--- config.mk ---
export PLATFORM = sky130hd
export DESIGN_NAME = csr_status_reset
export DESIGN_NICKNAME = d
export VERILOG_FILES = /design/src/shared/csr_pkg.sv /design/src/verilog/csr_status_reset.sv
export SDC_FILE = /design/constraint.sdc
export NUM_CORES = 1
export LEC_CHECK = 0
export BUFFER_PORTS_ARGS = -buffer_cell sky130_fd_sc_hd__buf_2
export CAP_MARGIN = 20
export CORE_MARGIN = 4
export CORE_UTILIZATION = 45
export CTS_BUF_LIST = sky130_fd_sc_hd__clkbuf_8
export DETAILED_ROUTE_END_ITERATION = 12
export GPL_TIMING_DRIVEN = 0
export HOLD_SLACK_MARGIN = 0.12
export PLACE_DENSITY_LB_ADDON = 0.08
export SETUP_SLACK_MARGIN = 0.05
export SLEW_MARGIN = 20
export SYNTH_ARGS = -nofsm -noshare
export SYNTH_HDL_FRONTEND = slang
export SYNTH_SLANG_ARGS = --single-unit
--- constraint.sdc ---
create_clock -name mclk -period 1.9 [get_ports mclk]
set_clock_uncertainty 0.1 [all_clocks]
set_input_delay 0.57 -clock mclk [delete_from_list [all_inputs] [get_ports mclk]]
set_output_delay 0.57 -clock mclk [all_outputs]
set_load 0.02 [all_outputs]
--- src/shared/csr_pkg.sv ---
// Package: offsets, field positions, reset values and carrier types of the status/reset bank
package csr_pkg;
    // Register indices on the host-side register port (eight-bit address)
    localparam logic [7:0] ADDR_STATUS   = 8'h0a;
    localparam logic [7:0] ADDR_RESET_ID = 8'h0b;

    // Field positions, first register
    localparam int BIT_ATTACHED  = 7;
    localparam int BIT_VLIM      = 6;
    localparam int BIT_ILIM      = 5;
    localparam int BIT_TOPUP     = 3;
    localparam int BIT_OVP       = 2;
    localparam int BIT_VLIM_MASK = 1;
    localparam int BIT_ILIM_MASK = 0;

    // Field positions, second register
    localparam int BIT_REG_RESET = 7;
    localparam int PART_LSB      = 3;
    localparam int REV_LSB       = 0;

    // Reset values
    localparam logic MASK_RESET = 1'b0;

    // Identity values: arbitrary, neutral
    localparam logic [3:0] PART_ID_VALUE  = 4'ha;
    localparam logic [1:0] REVISION_VALUE = 2'h2;

    // Internal conditions from the charger core
    typedef struct packed {
        logic attached;
        logic vlim;
        logic ilim;
        logic topup;
        logic ovp;
    } csr_cond_t;

    // Host register access strobe group
    typedef struct packed {
        logic       rd;
        logic       wr;
        logic [7:0] addr;
        logic [7:0] wdata;
    } csr_req_t;
endpackage : csr_pkg

--- src/verilog/csr_status_reset.sv ---
// Status/mask and register-reset/identity registers of the charger control bank
`timescale 1ns/10ps

////////////////////////////////////////////////////////////////////////////////
module csr_status_reset (
    input  wire logic                mclk,
    input  wire logic                rstn,
    input  wire logic                clk_en,
    input  wire csr_pkg::csr_cond_t  cond,
    input  wire csr_pkg::csr_req_t   req,
    input  wire logic                vlim_event,
    input  wire logic                ilim_event,
    output logic [7:0]               rdata,
    output logic                     rvalid,
    output logic                     vlim_irq_pulse,
    output logic                     ilim_irq_pulse,
    output logic                     safety_timer_restart,
    output logic                     defaults_restore
);

    ////////////////////////////////////////////////////////////////////////////
    // Register-reset sequencer: a write of 1 arms it, the next cycle restores
    typedef enum logic [1:0] {CSR_IDLE, CSR_RESTORE} csr_rst_state_t;

    csr_rst_state_t state_r;
    logic           reg_rst_r;
    logic           voltage_limit_irq_mask_r;
    logic           current_limit_irq_mask_r;

    function automatic logic hit(input csr_pkg::csr_req_t r, input logic [7:0] a);
        hit = r.wr && (r.addr == a);
    endfunction : hit

    // Decoded once so the sequencer, the strobes and the checks agree on one write
    logic cmd_wr;
    assign cmd_wr = hit(req, csr_pkg::ADDR_RESET_ID) && req.wdata[csr_pkg::BIT_REG_RESET];

    always_ff @(posedge mclk) begin
        if (!rstn) begin
            state_r   <= CSR_IDLE;
            reg_rst_r <= 1'b0;
        end else if (clk_en) begin
            case (state_r)
                CSR_IDLE: begin
                    if (cmd_wr) begin
                        state_r   <= CSR_RESTORE;
                        reg_rst_r <= 1'b1;
                    end
                end
                CSR_RESTORE: begin
                    state_r   <= CSR_IDLE;
                    reg_rst_r <= 1'b0;
                end
                default: begin
                    state_r   <= CSR_IDLE;
                    reg_rst_r <= 1'b0;
                end
            endcase
        end
    end

    // Restore and timer-restart strobes, one cycle, registered from a command write in the idle state
    always_ff @(posedge mclk) begin
        if (!rstn) begin
            defaults_restore     <= 1'b0;
            safety_timer_restart <= 1'b0;
        end else if (clk_en) begin
            defaults_restore     <= cmd_wr && state_r == CSR_IDLE;
            safety_timer_restart <= cmd_wr && state_r == CSR_IDLE;
        end
    end

    ////////////////////////////////////////////////////////////////////////////
    // Masks; restore wins over a same-cycle write so defaults really stick
    always_ff @(posedge mclk) begin
        if (!rstn) begin
            voltage_limit_irq_mask_r <= csr_pkg::MASK_RESET;
            current_limit_irq_mask_r <= csr_pkg::MASK_RESET;
        end else if (clk_en) begin
            if (state_r == CSR_RESTORE) begin
                voltage_limit_irq_mask_r <= csr_pkg::MASK_RESET;
                current_limit_irq_mask_r <= csr_pkg::MASK_RESET;
            end else if (hit(req, csr_pkg::ADDR_STATUS)) begin
                voltage_limit_irq_mask_r <= req.wdata[csr_pkg::BIT_VLIM_MASK];
                current_limit_irq_mask_r <= req.wdata[csr_pkg::BIT_ILIM_MASK];
            end
        end
    end

    ////////////////////////////////////////////////////////////////////////////
    // Interrupt pulses gated by the masks
    // Registered for clean outputs, at the cost of one cycle of latency
    always_ff @(posedge mclk) begin
        if (!rstn) begin
            vlim_irq_pulse <= 1'b0;
            ilim_irq_pulse <= 1'b0;
        end else if (clk_en) begin
            vlim_irq_pulse <= vlim_event && !voltage_limit_irq_mask_r;
            ilim_irq_pulse <= ilim_event && !current_limit_irq_mask_r;
        end
    end

    ////////////////////////////////////////////////////////////////////////////
    // Read path: flags sampled live at the read strobe, answer next cycle
    // Flags are not held sticky, so a read shows the condition of its strobe cycle, one cycle before rdata
    logic [7:0] status_view;
    logic [7:0] ident_view;

    always_comb begin
        status_view = 8'h00;
        status_view[csr_pkg::BIT_ATTACHED]  = cond.attached;
        status_view[csr_pkg::BIT_VLIM]      = cond.vlim;
        status_view[csr_pkg::BIT_ILIM]      = cond.ilim;
        status_view[csr_pkg::BIT_TOPUP]     = cond.topup;
        status_view[csr_pkg::BIT_OVP]       = cond.ovp;
        status_view[csr_pkg::BIT_VLIM_MASK] = voltage_limit_irq_mask_r;
        status_view[csr_pkg::BIT_ILIM_MASK] = current_limit_irq_mask_r;
        ident_view = 8'h00;
        ident_view[csr_pkg::BIT_REG_RESET] = reg_rst_r;
        ident_view[csr_pkg::PART_LSB +: 4] = csr_pkg::PART_ID_VALUE;
        ident_view[csr_pkg::REV_LSB +: 2]  = csr_pkg::REVISION_VALUE;
    end

    always_ff @(posedge mclk) begin
        if (!rstn) begin
            rdata  <= 8'h00;
            rvalid <= 1'b0;
        end else if (clk_en) begin
            rvalid <= req.rd;
            if (req.rd) begin
                case (req.addr)
                    csr_pkg::ADDR_STATUS:   rdata <= status_view;
                    csr_pkg::ADDR_RESET_ID: rdata <= ident_view;
                    default:                rdata <= 8'h00;
                endcase
            end
        end
    end

    ////////////////////////////////////////////////////////////////////////////
    // Checks
    property p_vmask_blocks;
        @(posedge mclk) disable iff (!rstn)
        (clk_en && voltage_limit_irq_mask_r) |=> !vlim_irq_pulse;
    endproperty
    a_vmask_blocks: assert property (p_vmask_blocks)
        else $error("voltage limit pulse escaped its mask");

    property p_vpulse_pass;
        @(posedge mclk) disable iff (!rstn)
        (clk_en && vlim_event && !voltage_limit_irq_mask_r) |=> vlim_irq_pulse;
    endproperty
    a_vpulse_pass: assert property (p_vpulse_pass)
        else $error("unmasked voltage limit pulse lost");

    property p_imask_blocks;
        @(posedge mclk) disable iff (!rstn)
        (clk_en && current_limit_irq_mask_r) |=> !ilim_irq_pulse;
    endproperty
    a_imask_blocks: assert property (p_imask_blocks)
        else $error("current limit pulse escaped its mask");

    property p_ipulse_pass;
        @(posedge mclk) disable iff (!rstn)
        (clk_en && ilim_event && !current_limit_irq_mask_r) |=> ilim_irq_pulse;
    endproperty
    a_ipulse_pass: assert property (p_ipulse_pass)
        else $error("unmasked current limit pulse lost");

    property p_mask_write;
        @(posedge mclk) disable iff (!rstn)
        (clk_en && state_r == CSR_IDLE && hit(req, csr_pkg::ADDR_STATUS)) |=>
            voltage_limit_irq_mask_r == $past(req.wdata[csr_pkg::BIT_VLIM_MASK])
            && current_limit_irq_mask_r == $past(req.wdata[csr_pkg::BIT_ILIM_MASK]);
    endproperty
    a_mask_write: assert property (p_mask_write)
        else $error("mask write did not land");

    property p_frozen;
        @(posedge mclk) disable iff (!rstn)
        !clk_en |=> $stable(voltage_limit_irq_mask_r) && $stable(current_limit_irq_mask_r)
            && $stable(state_r) && $stable(rdata);
    endproperty
    a_frozen: assert property (p_frozen)
        else $error("state moved while clock enable low");

    ////////////////////////////////////////////////////////////////////////////
    // Register reset and power-on reset checks
    property p_cmd_restores;
        @(posedge mclk) disable iff (!rstn)
        (clk_en && cmd_wr && state_r == CSR_IDLE) ##1 clk_en |=>
            !voltage_limit_irq_mask_r && !current_limit_irq_mask_r;
    endproperty
    a_cmd_restores: assert property (p_cmd_restores)
        else $error("masks not restored by register reset");

    property p_timer_restart;
        @(posedge mclk) disable iff (!rstn)
        (clk_en && cmd_wr && state_r == CSR_IDLE) |=> safety_timer_restart;
    endproperty
    a_timer_restart: assert property (p_timer_restart)
        else $error("safety timer restart missing");

    property p_restore_strobe;
        @(posedge mclk) disable iff (!rstn)
        (clk_en && cmd_wr && state_r == CSR_IDLE) |=> defaults_restore && reg_rst_r;
    endproperty
    a_restore_strobe: assert property (p_restore_strobe)
        else $error("register restore strobe missing");

    property p_strobe_single;
        @(posedge mclk) disable iff (!rstn)
        (clk_en && defaults_restore) |=> !defaults_restore && !safety_timer_restart;
    endproperty
    a_strobe_single: assert property (p_strobe_single)
        else $error("restore strobe longer than one cycle");

    property p_restore_wins;
        @(posedge mclk) disable iff (!rstn)
        (clk_en && state_r == CSR_RESTORE) |=> !voltage_limit_irq_mask_r
            && !current_limit_irq_mask_r && !reg_rst_r;
    endproperty
    a_restore_wins: assert property (p_restore_wins)
        else $error("restore cycle did not leave defaults");

    property p_self_clear;
        @(posedge mclk) disable iff (!rstn)
        (reg_rst_r && clk_en) |=> !reg_rst_r;
    endproperty
    a_self_clear: assert property (p_self_clear)
        else $error("reset command bit stuck");

    property p_zero_write_keeps;
        @(posedge mclk) disable iff (!rstn)
        (clk_en && state_r == CSR_IDLE && hit(req, csr_pkg::ADDR_RESET_ID)
            && !req.wdata[csr_pkg::BIT_REG_RESET]) |=> $stable(voltage_limit_irq_mask_r)
            && !reg_rst_r;
    endproperty
    a_zero_write_keeps: assert property (p_zero_write_keeps)
        else $error("writing zero disturbed settings");

    property p_power_on;
        @(posedge mclk)
        !rstn |=> !reg_rst_r && !voltage_limit_irq_mask_r && !current_limit_irq_mask_r
            && !rvalid && rdata == 8'h00;
    endproperty
    a_power_on: assert property (p_power_on)
        else $error("reset left state behind");

    ////////////////////////////////////////////////////////////////////////////
    // Read path checks

    property p_ident_read;
        @(posedge mclk) disable iff (!rstn)
        (clk_en && req.rd && req.addr == csr_pkg::ADDR_RESET_ID) |=>
            rdata[6:0] == {csr_pkg::PART_ID_VALUE, 1'b0, csr_pkg::REVISION_VALUE};
    endproperty
    a_ident_read: assert property (p_ident_read)
        else $error("identity fields wrong");

    property p_flags_live;
        @(posedge mclk) disable iff (!rstn)
        (clk_en && req.rd && req.addr == csr_pkg::ADDR_STATUS) |=>
            rdata[7:2] == $past({cond.attached, cond.vlim, cond.ilim, 1'b0,
                                 cond.topup, cond.ovp});
    endproperty
    a_flags_live: assert property (p_flags_live)
        else $error("status flags not live");

    property p_unmapped_read;
        @(posedge mclk) disable iff (!rstn)
        (clk_en && req.rd && req.addr != csr_pkg::ADDR_STATUS
            && req.addr != csr_pkg::ADDR_RESET_ID) |=> rdata == 8'h00;
    endproperty
    a_unmapped_read: assert property (p_unmapped_read)
        else $error("unmapped read returned data");

    property p_read_valid;
        @(posedge mclk) disable iff (!rstn)
        clk_en |=> rvalid == $past(req.rd);
    endproperty
    a_read_valid: assert property (p_read_valid)
        else $error("read valid does not follow read strobe");

    c_reg_reset:  cover property (@(posedge mclk) disable iff (!rstn)
        cmd_wr ##1 reg_rst_r ##1 !reg_rst_r);
    c_vlim_irq:   cover property (@(posedge mclk) disable iff (!rstn) vlim_irq_pulse);
    c_mask_set:   cover property (@(posedge mclk) disable iff (!rstn)
        voltage_limit_irq_mask_r && current_limit_irq_mask_r);
    c_ilim_irq:   cover property (@(posedge mclk) disable iff (!rstn) ilim_irq_pulse);
    c_zero_write: cover property (@(posedge mclk) disable iff (!rstn)
        clk_en && hit(req, csr_pkg::ADDR_RESET_ID) && !cmd_wr);

endmodule : csr_status_reset
==> impl_metrics.py <==
metrics = {
    "yosys": {
        "yosysWarnings": 0,
        "post_synth_inst_count": 81,
        "syn_avg_cell_area_sq_um": 9.16,
        "post_synth_num_cell_types": 20,
        "synth.top_cells.by_count": "15 x sky130_fd_sc_hd__dfxtp_1, 9 x sky130_fd_sc_hd__a21boi_1, 9 x sky130_fd_sc_hd__nand2_1",
        "postSynthNetCount": 109,
        "yosysMostFrequentCell": "sky130_fd_sc_hd__dfxtp_1",
        "synth_largest_type_area_fraction_pct": 40.5,
        "asr_flop_ratio_synth_pct": 0,
        "synth_top_flop_cell": "sky130_fd_sc_hd__dfxtp_1",
        "synth_area_sq_um": 742,
        "portion_of_the_post_synthesis_area_used_by_sequential_elements_pct": 40.5,
        "synth.top_cells.by_area": "sky130_fd_sc_hd__dfxtp_1 40%, sky130_fd_sc_hd__a21boi_1 9.1%, sky130_fd_sc_hd__a21boi_0 8.1%, sky130_fd_sc_hd__nand4_1 6.7%, sky130_fd_sc_hd__nand2b_1 5.1%",
        "synth_enable_flop_cells": 0,
        "top_cell_type_by_total_area_after_synthesis": "sky130_fd_sc_hd__dfxtp_1",
        "ys_seq_elements": 15,
    },
    "die": {
        "io_pins": 41,
        "fp.dieArea_sq_um": 2360,
        "floorplan.core_area_sq_um": 1520,
        "die_width_microns": 48.6,
        "placement_rows": 14,
        "chipHeight_microns": 48.6,
        "initial_core_util_pct": 48.7,
    },
    "clocking": {
        "cts_resized": 0,
        "cts.sink_count": 15,
        "cts_root_buf": "sky130_fd_sc_hd__clkbuf_8",
        "holdBufCountCts": 0,
        "clock_tree_from_tritoncts": "built",
        "insertion_delay_ns": 0.24,
        "clockBufferDepth": 2,
        "clk_pin_slew_ns": 0.06,
        "cts_made_buffers": 3,
        "post-cts-setup-buffers": 0,
        "h-tree-depth": 1,
    },
    "run_status": {
        "status": "completed",
    },
    "power_and_ir_drop": {
        "total_power_uw": 645,
        "peakVddDrop_mv": 0.414,
        "p_per_area_nw_per_um2": 659,
        "power.static_leakage_nw": 0.421,
    },
    "timing": {
        "worst_hold_slack_ns": 0.345,
        "slew_headroom_pct": 72.2,
        "finalSetupTns_ns": 0,
        "timing.final.crit_share_pct": 80.6,
        "hold_viol": 0,
        "maxSlewViolCount": 0,
        "grt_setup_unrepaired": "false",
        "fmax_mhz": 653,
        "period_needed_ns": 1.53,
        "final_report_setup_violation_count": 0,
        "worst-slew-pin-transition_ns": 0.417,
    },
    "route": {
        "drt-vias-per-instance": 5.52,
        "routed-via-count": 745,
        "drc": 0,
        "antenna_violating_nets_left": 0,
        "route.final.wire_length_microns": 1810,
        "routed_wire_length_per_instance_microns": 13.4,
        "detailed_route_iter0_violations": 9,
        "drt_pass1_iterations": 2,
    },
    "placed_design": {
        "globalplace.congestion": 0.751,
        "hpwlAfterDp_microns": 1370,
        "dp.cells": 131,
        "buffer_ports.inserted": 34,
    },
    "grt": {
        "grt_antenna_before_repair": 0,
        "grt_overflow_total": 0,
        "grt_pass1_vias": 693,
        "track_usage_pct": 15.1,
        "grt_pass1_wl_microns": 2890,
        "largest_net_degree_at_the_start_of_global_routing": 11,
    },
    "setup_path": {
        "timing.critical_path.to_type": "register",
        "crit_arrival_ns": 1.56,
        "ordered_cell_list_for_the_critical_path": "buf_2, or4_4, o31ai_1, a21boi_1",
        "crit_type": "in2reg",
        "delay_heaviest_family_cp": "simple AND/OR/NAND/NOR gates",
        "worstPathRequired_ns": 1.92,
        "critical_path_peak_fanout": 2,
        "worst_setup_path_start_kind": "input pin",
        "worstPathBufferInverterCount": 1,
        "worst_path_max_delay_cell": "sky130_fd_sc_hd__or4_4",
        "crit_path_max_incr_delay_ns": 0.53,
    },
    "final_layout": {
        "drive_above_1_share_pct": 37.8,
        "area_growth_pct": 31.9,
        "nNetsFinal": 148,
        "num_antenna_cells": 0,
        "filler_free_cell_count_of_the_finished_design": 135,
        "postLayoutCoreUtil_pct": 64.2,
        "fillCellCount": 152,
    },
    "job": {
        "cap_violations": 0,
    },
    "min_path": {
        "worstHoldPathType": "reg2reg",
    },
}
==> final timing paths <==
check | startpoint | endpoint | slack, ns | cells past startpoint
max | req[13] | current_limit_irq_mask_r | 0.37 | 4
min | rdata[7] | rdata[7] | 0.34 | 2
min reg2reg | rdata[7] | rdata[7] | 0.34 | 2
max reg2reg | reg_rst_r | voltage_limit_irq_mask_r | 0.80 | 3
==> through the flow <==
step                      area [sq um]  worst slack [ns]
after floorplan                    742             0.283
after global placement             932             0.128
after detailed placement           932             0.122
after CTS                          978             0.367
after global routing               978             0.278
final                              978             0.368
==> kinds of logic (layout without fill, tap and decap cells) <==
group | count (synthesis) | count (layout) | synth area share [%]
and+or+nand+nor | 37 | 37 | 31.9
muxes | 1 | 1 | 1.52
AOI/OAI and AO/OA | 21 | 21 | 21.6
buffers and inverters | 7 | 45 | 4.55
DFF | 15 | 15 | 40.5
==> registers in the layout, indices dropped and copies added (netlist names) <==
signal	cells
rvalid	1
rdata	8
reg_rst_r	1
ilim_irq_pulse	1
defaults_restore	1
voltage_limit_irq_mask_r	1
current_limit_irq_mask_r	1
vlim_irq_pulse	1
==> layer usage <==
metal	vias up	GRT usage (%)	wire length, microns
met5	-	0	0
li1	373	-	-
met4	0	8.07	32
met2	26	25.9	889
met1	342	17.0	742
met3	4	3.37	147
==> worst register-to-register path, delay by kind of cell, from the launching register on <==
family | cells | cell delay, ns
and+or+nand+nor | 2 | 0.43
DFF | 1 | 0.36
AOI/OAI and AO/OA | 1 | 0.15
==> where the power goes <==
| group | total (mW) | switching [mW] | internal (mW) |
|---|---|---|---|
| sequential | 0.320 | 0.00147 | 0.318 |
| clock | 0.252 | 0.107 | 0.145 |
| combinational | 0.0735 | 0.0382 | 0.0353 |
| total | 0.645 | 0.147 | 0.498 |
==> cells in the final DEF, fill, tap and decap left out, drive strengths merged, types with 3 or more instances in the layout <==
| cell type | instances |
|---|---|
| dfxtp | 15 |
| clkbuf | 6 |
| nand2 | 9 |
| nand4 | 8 |
| and4b | 3 |
| nand2b | 6 |
| buf | 38 |
| nor2b | 4 |
| a21boi | 17 |
==> final cells by class <==
class                      count  area [sq um]  area share, %
buffer                         7          33.8           3.45
clock buffer                   3          41.3           4.22
clock inverter                 1          5.00          0.512
multi-input combinational     59           408           41.7
sequential                    15           300           30.7
tap                           16          20.0           2.05
timing repair buffer          34           170           17.4
Power figures use the tool's default switching activity.
